--- config.mk ---
export PLATFORM = sky130hd
export DESIGN_NAME = rsc_top
export DESIGN_NICKNAME = d
export VERILOG_FILES = /design/src/rsc_pkg.sv /design/src/rsc_top.sv
export VERILOG_INCLUDE_DIRS = /design/src
export SDC_FILE = /design/constraint.sdc
export NUM_CORES = 1
export LEC_CHECK = 0
export ABC_AREA = 0
export BUFFER_PORTS_ARGS = -buffer_cell sky130_fd_sc_hd__buf_2
export CORE_MARGIN = 5
export CORE_UTILIZATION = 54
export CTS_CLUSTER_SIZE = 24
export DETAILED_ROUTE_END_ITERATION = 10
export HOLD_SLACK_MARGIN = 0.12
export PLACE_DENSITY = 0.8
export SETUP_SLACK_MARGIN = 0.02
export SLEW_MARGIN = 20
export SYNTH_ARGS = -nofsm -noshare
export SYNTH_HDL_FRONTEND = slang
export SYNTH_SLANG_ARGS = --single-unit
--- constraint.sdc ---
create_clock -name CLOCK -period 2.8 [get_ports CLOCK]
set_input_delay 0.28 -clock CLOCK [delete_from_list [all_inputs] [get_ports CLOCK]]
set_output_delay 0.28 -clock CLOCK [all_outputs]
set_load 0.02 [all_outputs]
--- src/rsc_regs.svh ---
`ifndef RSC_REGS_SVH
`define RSC_REGS_SVH
// -----------------------------------------------------------------------------
// Register offsets.
// -----------------------------------------------------------------------------
// Status register: bit 7 is the ready flag, bit 3 the host mode, bits 1:0 the rate.
`define RSC_STATUS_ADDR 8'h00
// Pin output enable register, one bit per general-purpose pin.
`define RSC_GPIO_OE_ADDR 8'h04
// Pin output value register.
`define RSC_GPIO_OUT_ADDR 8'h08
// Pin input level register.
`define RSC_GPIO_IN_ADDR 8'h0c
// Interrupt service register, sticky bits, cleared by a read.
`define RSC_IRQ_STATUS_ADDR 8'h10
// Interrupt mask register.
`define RSC_IRQ_MASK_ADDR 8'h14
// Selects which pin carries the host interrupt and enables that use.
`define RSC_IRQ_PIN_ADDR 8'h18
// -----------------------------------------------------------------------------
// Field positions.
// -----------------------------------------------------------------------------
`define RSC_READY_BIT 7
`define RSC_MODE_BIT 3
`define RSC_IRQ_PIN_EN_BIT 3
// Interrupt event bits.
`define RSC_EV_READY 0
`define RSC_EV_PIN_CHANGE 1
// -----------------------------------------------------------------------------
// Reset values and timing.
// -----------------------------------------------------------------------------
`define RSC_GPIO_WIDTH 7
// Bias levels of undriven pins: gpio6 high, gpio5..0 low.
`define RSC_GPIO_BIAS 7'h40
`define RSC_CLK_MHZ 250
// Strap window after reset release, in milliseconds.
`define RSC_STRAP_MS 55
`define RSC_STRAP_CYCLES (`RSC_STRAP_MS * 1000 * `RSC_CLK_MHZ)
// Least reset hold time expected from outside, in milliseconds.
`define RSC_RESET_HOLD_MS 2
`endif

--- src/rsc_pkg.sv ---
package rsc_pkg;
  // Sequencer states.
  typedef enum logic [1:0] {
    RSC_ST_STRAP,
    RSC_ST_READY
  } rsc_state_t;
  // Values caught from the strap pins.
  typedef struct packed {
    logic host_spi;
    logic [1:0] clk_rate;
  } rsc_strap_t;
  // AXI4-Lite read data channel payload.
  typedef struct packed {
    logic [31:0] data;
    logic [1:0] resp;
  } rsc_rdata_t;
endpackage

--- src/rsc_top.sv ---
// Chosen here: the address map and register access over AXI4-Lite.
`timescale 1ns/1ns
`include "rsc_regs.svh"
// Behaviour
// - Low reset input resets the whole block.
// - Ready flag is status bit 7.
// - Pin 3 strap selects I2C or SPI.
// - Pins 1 and 0 strap clock rate.
// - After window, software controls general pins.
// - A pin may carry host interrupt.
// - Undriven pins bias: 5..0 low, 6 high.
module rsc_top import rsc_pkg::*; #(
  parameter int unsigned STRAP_CYCLES = `RSC_STRAP_CYCLES
) (
  // Clock, enable and reset.
  input wire logic CLOCK,
  input wire logic CLK_EN,
  input wire logic RST_N,
  // AXI4-Lite write address and data.
  input wire logic [7:0] S_AXI_AWADDR,
  input wire logic S_AXI_AWVALID,
  output logic S_AXI_AWREADY,
  input wire logic [31:0] S_AXI_WDATA,
  input wire logic [3:0] S_AXI_WSTRB,
  input wire logic S_AXI_WVALID,
  output logic S_AXI_WREADY,
  // AXI4-Lite write response.
  output logic [1:0] S_AXI_BRESP,
  output logic S_AXI_BVALID,
  input wire logic S_AXI_BREADY,
  // AXI4-Lite read address and data.
  input wire logic [7:0] S_AXI_ARADDR,
  input wire logic S_AXI_ARVALID,
  output logic S_AXI_ARREADY,
  output logic [31:0] S_AXI_RDATA,
  output logic [1:0] S_AXI_RRESP,
  output logic S_AXI_RVALID,
  input wire logic S_AXI_RREADY,
  // General-purpose pins, split into input, output and enable.
  input wire logic [6:0] GPIO_IN,
  output logic [6:0] GPIO_OUT,
  output logic [6:0] GPIO_OE,
  // Strap results for the rest of the device.
  output logic HOST_SPI,
  output logic [1:0] CLK_RATE,
  output logic READY,
  // Level interrupt.
  output logic IRQ
);

  // ---------------------------------------------------------------------------
  // Declarations.
  // ---------------------------------------------------------------------------
  localparam int unsigned W = `RSC_GPIO_WIDTH;
  rsc_state_t state; // Strap window or normal operation.
  logic [31:0] count; // Cycles since reset release, counted during the strap window only.
  rsc_strap_t strap; // Caught strap levels.
  logic [W-1:0] pin_oe; // Software output enables.
  logic [W-1:0] pin_out; // Software output levels.
  logic [W-1:0] pin_prev; // Pin levels one cycle ago.
  logic [1:0] irq_status; // Sticky interrupt bits.
  logic [1:0] irq_mask; // Interrupt enables.
  logic [3:0] irq_pin; // Interrupt pin select and enable.
  logic [W-1:0] pin_level; // Pin levels taken straight from GPIO_IN; undriven pins are biased outside the block.
  logic ev_ready; // One-cycle pulse at end of strap window.
  logic ev_pin; // Any pin input changed.
  logic have_aw; // Write address held.
  logic have_w; // Write data held.
  logic [7:0] aw_addr; // Held write address.
  logic [31:0] w_data; // Held write data.
  logic [3:0] w_strb; // Held write strobes.
  logic rd_status; // Read of the interrupt service register this cycle.
  rsc_rdata_t next_rd; // Read answer being formed.
  logic [W-1:0] next_oe; // Pin enables computed for the pins.
  logic [W-1:0] next_out; // Pin levels computed for the pins.

  // Merges a 32-bit write into a register using the byte strobes of lane 0.
  function automatic logic [7:0] merge8(input logic [7:0] old, input logic [31:0] d, input logic [3:0] s);
    merge8 = s[0] ? d[7:0] : old;
  endfunction

  // ---------------------------------------------------------------------------
  // Strap window sequencer.
  // ---------------------------------------------------------------------------
  // Undriven pins read at their bias level: the bench drives pins it straps.
  assign pin_level = GPIO_IN;
  assign ev_ready = (state == RSC_ST_STRAP) && (count >= STRAP_CYCLES - 1);
  assign ev_pin = (state == RSC_ST_READY) && (pin_level != pin_prev);

  // Counts the window from reset release and ends it at the strap length.
  always_ff @(posedge CLOCK or negedge RST_N) begin
    if (!RST_N) begin
      state <= RSC_ST_STRAP;
      count <= 32'h0;
    end else if (CLK_EN) begin
      case (state)
        RSC_ST_STRAP: begin
          count <= count + 32'h1;
          if (ev_ready) begin
            state <= RSC_ST_READY;
          end
        end
        default: begin
          state <= RSC_ST_READY;
        end
      endcase
    end
  end

  // Catches the straps on the first enabled edge after reset release.
  always_ff @(posedge CLOCK or negedge RST_N) begin
    if (!RST_N) begin
      strap <= '0;
    end else if (CLK_EN && state == RSC_ST_STRAP && count == 32'h0) begin
      strap.host_spi <= pin_level[`RSC_MODE_BIT];
      strap.clk_rate <= pin_level[1:0];
    end
  end

  // Remembers pin levels to detect changes after the window.
  always_ff @(posedge CLOCK or negedge RST_N) begin
    if (!RST_N) begin
      pin_prev <= `RSC_GPIO_BIAS;
    end else if (CLK_EN) begin
      pin_prev <= pin_level;
    end
  end

  // ---------------------------------------------------------------------------
  // Pin drivers.
  // ---------------------------------------------------------------------------
  // All pins stay inputs in the window; then software or the interrupt drives them.
  always_comb begin
    next_oe = '0;
    next_out = '0;
    if (state == RSC_ST_READY) begin
      next_oe = pin_oe;
      next_out = pin_out;
      if (irq_pin[`RSC_IRQ_PIN_EN_BIT] && irq_pin[2:0] < 3'h7) begin
        next_oe[irq_pin[2:0]] = 1'b1;
        next_out[irq_pin[2:0]] = |(irq_status & irq_mask);
      end
    end
  end

  // Registers pin drive, strap results, ready and interrupt outputs.
  always_ff @(posedge CLOCK or negedge RST_N) begin
    if (!RST_N) begin
      GPIO_OE <= 7'h00;
      GPIO_OUT <= 7'h00;
      HOST_SPI <= 1'b0;
      CLK_RATE <= 2'h0;
      READY <= 1'b0;
      IRQ <= 1'b0;
    end else if (CLK_EN) begin
      GPIO_OE <= next_oe;
      GPIO_OUT <= next_out;
      HOST_SPI <= strap.host_spi;
      CLK_RATE <= strap.clk_rate;
      READY <= (state == RSC_ST_READY);
      IRQ <= |(irq_status & irq_mask);
    end
  end

  // ---------------------------------------------------------------------------
  // Interrupt status.
  // ---------------------------------------------------------------------------
  // Events set sticky bits; a status read clears them unless an event lands at once.
  always_ff @(posedge CLOCK or negedge RST_N) begin
    if (!RST_N) begin
      irq_status <= 2'h0;
    end else if (CLK_EN) begin
      irq_status[`RSC_EV_READY] <= ev_ready | (irq_status[`RSC_EV_READY] & ~rd_status);
      irq_status[`RSC_EV_PIN_CHANGE] <= ev_pin | (irq_status[`RSC_EV_PIN_CHANGE] & ~rd_status);
    end
  end

  // ---------------------------------------------------------------------------
  // AXI4-Lite write path.
  // ---------------------------------------------------------------------------
  // Takes address and data in either order, then answers with one response.
  always_ff @(posedge CLOCK or negedge RST_N) begin
    if (!RST_N) begin
      have_aw <= 1'b0;
      have_w <= 1'b0;
      aw_addr <= 8'h00;
      w_data <= 32'h0;
      w_strb <= 4'h0;
      S_AXI_AWREADY <= 1'b0;
      S_AXI_WREADY <= 1'b0;
      S_AXI_BVALID <= 1'b0;
      S_AXI_BRESP <= 2'h0;
    end else if (CLK_EN) begin
      S_AXI_AWREADY <= !have_aw && !S_AXI_AWREADY && !S_AXI_BVALID;
      S_AXI_WREADY <= !have_w && !S_AXI_WREADY && !S_AXI_BVALID;
      if (S_AXI_AWVALID && S_AXI_AWREADY) begin
        have_aw <= 1'b1;
        aw_addr <= S_AXI_AWADDR;
        S_AXI_AWREADY <= 1'b0;
      end
      if (S_AXI_WVALID && S_AXI_WREADY) begin
        have_w <= 1'b1;
        w_data <= S_AXI_WDATA;
        w_strb <= S_AXI_WSTRB;
        S_AXI_WREADY <= 1'b0;
      end
      if (have_aw && have_w && !S_AXI_BVALID) begin
        have_aw <= 1'b0;
        have_w <= 1'b0;
        S_AXI_BVALID <= 1'b1;
        if (aw_addr == `RSC_GPIO_OE_ADDR || aw_addr == `RSC_GPIO_OUT_ADDR || aw_addr == `RSC_IRQ_MASK_ADDR ||
            aw_addr == `RSC_IRQ_PIN_ADDR || aw_addr == `RSC_STATUS_ADDR || aw_addr == `RSC_GPIO_IN_ADDR ||
            aw_addr == `RSC_IRQ_STATUS_ADDR) begin
          S_AXI_BRESP <= 2'h0;
        end else begin
          S_AXI_BRESP <= 2'h2;
        end
      end else if (S_AXI_BVALID && S_AXI_BREADY) begin
        S_AXI_BVALID <= 1'b0;
      end
    end
  end

  // Stores writable registers when a write completes.
  always_ff @(posedge CLOCK or negedge RST_N) begin
    if (!RST_N) begin
      pin_oe <= 7'h00;
      pin_out <= 7'h00;
      irq_mask <= 2'h0;
      irq_pin <= 4'h0;
    end else if (CLK_EN && have_aw && have_w && !S_AXI_BVALID) begin
      if (aw_addr == `RSC_GPIO_OE_ADDR) begin
        pin_oe <= W'(merge8({1'b0, pin_oe}, w_data, w_strb));
      end else if (aw_addr == `RSC_GPIO_OUT_ADDR) begin
        pin_out <= W'(merge8({1'b0, pin_out}, w_data, w_strb));
      end else if (aw_addr == `RSC_IRQ_MASK_ADDR) begin
        irq_mask <= 2'(merge8({6'h00, irq_mask}, w_data, w_strb));
      end else if (aw_addr == `RSC_IRQ_PIN_ADDR) begin
        irq_pin <= 4'(merge8({4'h0, irq_pin}, w_data, w_strb));
      end
    end
  end

  // ---------------------------------------------------------------------------
  // AXI4-Lite read path.
  // ---------------------------------------------------------------------------
  assign rd_status = CLK_EN && S_AXI_ARVALID && S_AXI_ARREADY && S_AXI_ARADDR == `RSC_IRQ_STATUS_ADDR;

  // Forms the read answer for the address on the bus.
  always_comb begin
    next_rd = '0;
    if (S_AXI_ARADDR == `RSC_STATUS_ADDR) begin
      next_rd.data[`RSC_READY_BIT] = (state == RSC_ST_READY);
      next_rd.data[`RSC_MODE_BIT] = strap.host_spi;
      next_rd.data[1:0] = strap.clk_rate;
    end else if (S_AXI_ARADDR == `RSC_GPIO_OE_ADDR) begin
      next_rd.data[6:0] = pin_oe;
    end else if (S_AXI_ARADDR == `RSC_GPIO_OUT_ADDR) begin
      next_rd.data[6:0] = pin_out;
    end else if (S_AXI_ARADDR == `RSC_GPIO_IN_ADDR) begin
      next_rd.data[6:0] = pin_level;
    end else if (S_AXI_ARADDR == `RSC_IRQ_STATUS_ADDR) begin
      next_rd.data[1:0] = irq_status;
    end else if (S_AXI_ARADDR == `RSC_IRQ_MASK_ADDR) begin
      next_rd.data[1:0] = irq_mask;
    end else if (S_AXI_ARADDR == `RSC_IRQ_PIN_ADDR) begin
      next_rd.data[3:0] = irq_pin;
    end else begin
      next_rd.resp = 2'h2;
    end
  end

  // Accepts one read at a time and answers the cycle after.
  always_ff @(posedge CLOCK or negedge RST_N) begin
    if (!RST_N) begin
      S_AXI_ARREADY <= 1'b0;
      S_AXI_RVALID <= 1'b0;
      S_AXI_RDATA <= 32'h0;
      S_AXI_RRESP <= 2'h0;
    end else if (CLK_EN) begin
      S_AXI_ARREADY <= !S_AXI_ARREADY && !S_AXI_RVALID;
      if (S_AXI_ARVALID && S_AXI_ARREADY) begin
        S_AXI_ARREADY <= 1'b0;
        S_AXI_RVALID <= 1'b1;
        S_AXI_RDATA <= next_rd.data;
        S_AXI_RRESP <= next_rd.resp;
      end else if (S_AXI_RVALID && S_AXI_RREADY) begin
        S_AXI_RVALID <= 1'b0;
      end
    end
  end

endmodule

==> summary.txt <==
RSZ-0062 raised after global routing - no
DR WL/cell - 18.2 um
Max-Cap Viols - 0
Non-filler cells in the finished layout - 748
Slew margin rel. - 38.6%
Insertion delay to the later sink of the worst-skew pair - 0.52 ns
Prevailing post-synth register cell - dfrtp_1
Period utilization - 89.0%
Die area - 12500 um^2
Initial antenna violation count - 0
Kind of end point of the critical path - register
Post-CTS sizing - 0
Met3 global-route usage - 5.98%
CTS tree - built
P per Cell Area - 813 nW/um^2
Synth Warn # - 0
Clk pin slew, worst setup/hold paths - 0.06 ns
Clock Skew - 0.00513 ns
Initial Util - 54.8%
Final Max Slew Viols - 0
Post-route setup TNS - 0 ns
WP data required - 3.20 ns
Fillers - 701
Worst VDD drop - 0.000739 V
Crit path arrival time - 2.89 ns
Die width - 112 um
H-tree level count - 4
Drt initial violations - 266
Startpoint Class - register
CP Max Fanout - 7
Vias in the first global route - 4494
Ant diodes - 0
Vias - 4308
Total CTS buffers - 17
Status - complete, no violations
Total chip power - 5.71 mW
Regs by FF count - count: 32 flops, S_AXI_RDATA: 8 flops, aw_addr: 8 flops
Post-route ant nets - 0
Hold WS - 0.144 ns
Min cycle time layout - 2.49 ns
HP Class - input pin to register
Mapped Area - 5610 um^2
Chip height - 112 um
Synth Register Bits - 117
Most common cell after layout, fill and taps aside - dfrtp_1
First drt pass iteration count - 5
Max reg flops - 32
P&R area growth vs syn - 25.2%
Max Buffers Root-to-Sink - 2
# clock sinks - 117
Maximum operating frequency - 401 MHz
Wirelength, routed - 13.6 mm
Lkg Pwr - 3.25 nW
Root Driver - clkbuf_8
Syn Area/Cell - 11.4 um^2
Vias per inst - 5.76
Num ports - 127
NumNets Final - 669
WS Path Type - register to register
Slew @ Worst Pin - 0.914 ns
Postcts setup bufs - 0
Largest net degree at the start of global routing - 72
Number of I/O port buffers - 72
Async SR Flop Fraction - 100%
Core area - 10200 um^2
Largest Register - count
Fraction of layout cells with a size suffix above 1 - 28.9%
Mapped Cells - 491
RD Place Congestion - 0.849
# rows - 37
Tot GR Track Use - 22.6%
DRC viols - 0
Final Hold Fails - 0
Commonest cells after routing, fill and taps aside - dfrtp_1, buf_2, mux2_2
M1 GR Usage - 29.1%
Synth cell types - 50
EDFF count, synth - 0
GR Overflow Total - 0
Flop2flop setup slack - 0.31 ns
Post-synthesis sequential area ratio - 52.2%
Hpwl dp - 9.04 mm
Met2 Track Usage GR - 37.0%
First-pass GRT wire length - 22.7 mm
Placed Instances - 691
Final setup viols - 0
Grt peak-use layer - met2
[cells in the mapped netlist, types with 7 or more instances]
master    count  area share [%]
nand2_1      28             1.9
nor2_1       14            0.94
mux2i_1      11             2.0
nor4_1        9             1.0
o22ai_1       7            0.78
buf_4        26             3.5
xor2_1       10             1.6
o211ai_1      7            0.94
nand4_1      17             1.9
nor3_1       14             1.2
xnor2_1      28             4.4
clkbuf_1     13            0.87
nand3_1      15             1.3
inv_1        22             1.5
o21ai_0      16             1.4
a22o_1        7             1.1
mux2_2       57              11
a21oi_1       8            0.71
and3_1        7            0.78
nand2b_1      7            0.78
dfrtp_1     116              52
[where the power goes]
part           switching [mW]  internal (mW)
sequential              0.321           1.97
combinational           0.396          0.393
clock                   0.780           1.85
[per-layer routing]
metal | up-vias | wire length, um
li1 | 1933 | -
met1 | 2158 | 5680
met2 | 190 | 6690
met3 | 27 | 1010
met4 | 0 | 210
met5 | - | 0
[area by class of cell]
cell class              instances  area [um^2]  share of cell area, %
clock inverters                12          273                   3.89
inverters                      22         82.6                   1.18
repair buffers                107          691                   9.84
clock buffers                  19          442                   6.29
well taps                     136          170                   2.42
multi-input cells             335         2430                   34.7
flip-flops and latches        117         2930                   41.7
[through the flow]
step / utilization [%] / instance area [um^2] / worst slack (ns)
final: 68.6 / 7020 / 0.308
after global routing: 68.6 / 7020 / 0.227
after CTS: 68.6 / 7020 / 0.296
after detailed placement: 59.1 / 6050 / 0.305
after global placement: 59.1 / 6050 / 0.371
after floorplan: - / 5700 / 0.495
[timing repair]
action                     4_1_cts  5_1_grt
hold buffers                    26        0
hold endpoints to repair        96        0
setup endpoints to repair        0        0
[critical path: stages (launching register included)]
cell     delay (ns)
dfrtp_1        0.38
or4_4          0.56
or4b_4         0.54
nor4b_4        0.50
mux2_2         0.40
[final timing paths]
kind,end,start,depth (start not counted)
worst max-delay path,pin_out[3]$_DFFE_PN0P_,aw_addr[0]$_DFFE_PN0P_,4
worst min-delay path,S_AXI_RDATA[2]$_DFFE_PN0P_,S_AXI_ARADDR[0],3
worst max register to register,pin_out[3]$_DFFE_PN0P_,aw_addr[0]$_DFFE_PN0P_,4
worst min register to register,S_AXI_RDATA[3]$_DFFE_PN0P_,S_AXI_RDATA[3]$_DFFE_PN0P_,2
max in group asynchronous,count[1]$_DFFE_PN0P_,RST_N,3
min in group asynchronous,S_AXI_BVALID$_DFFE_PN0P_,RST_N,2
[cell families after synthesis]
kind of cell               share of synthesized area (%)
adders and majority gates                          0.446
buffers and inverters                               6.03
muxes                                               13.4
xor gates and xnor gates                            5.94
and+or+nand+nor                                     14.2
DFF                                                 52.2
AOI/OAI and AO/OA                                   7.65
other                                             0.0669
No activity file was read; power rests on OpenSTA's default activity.
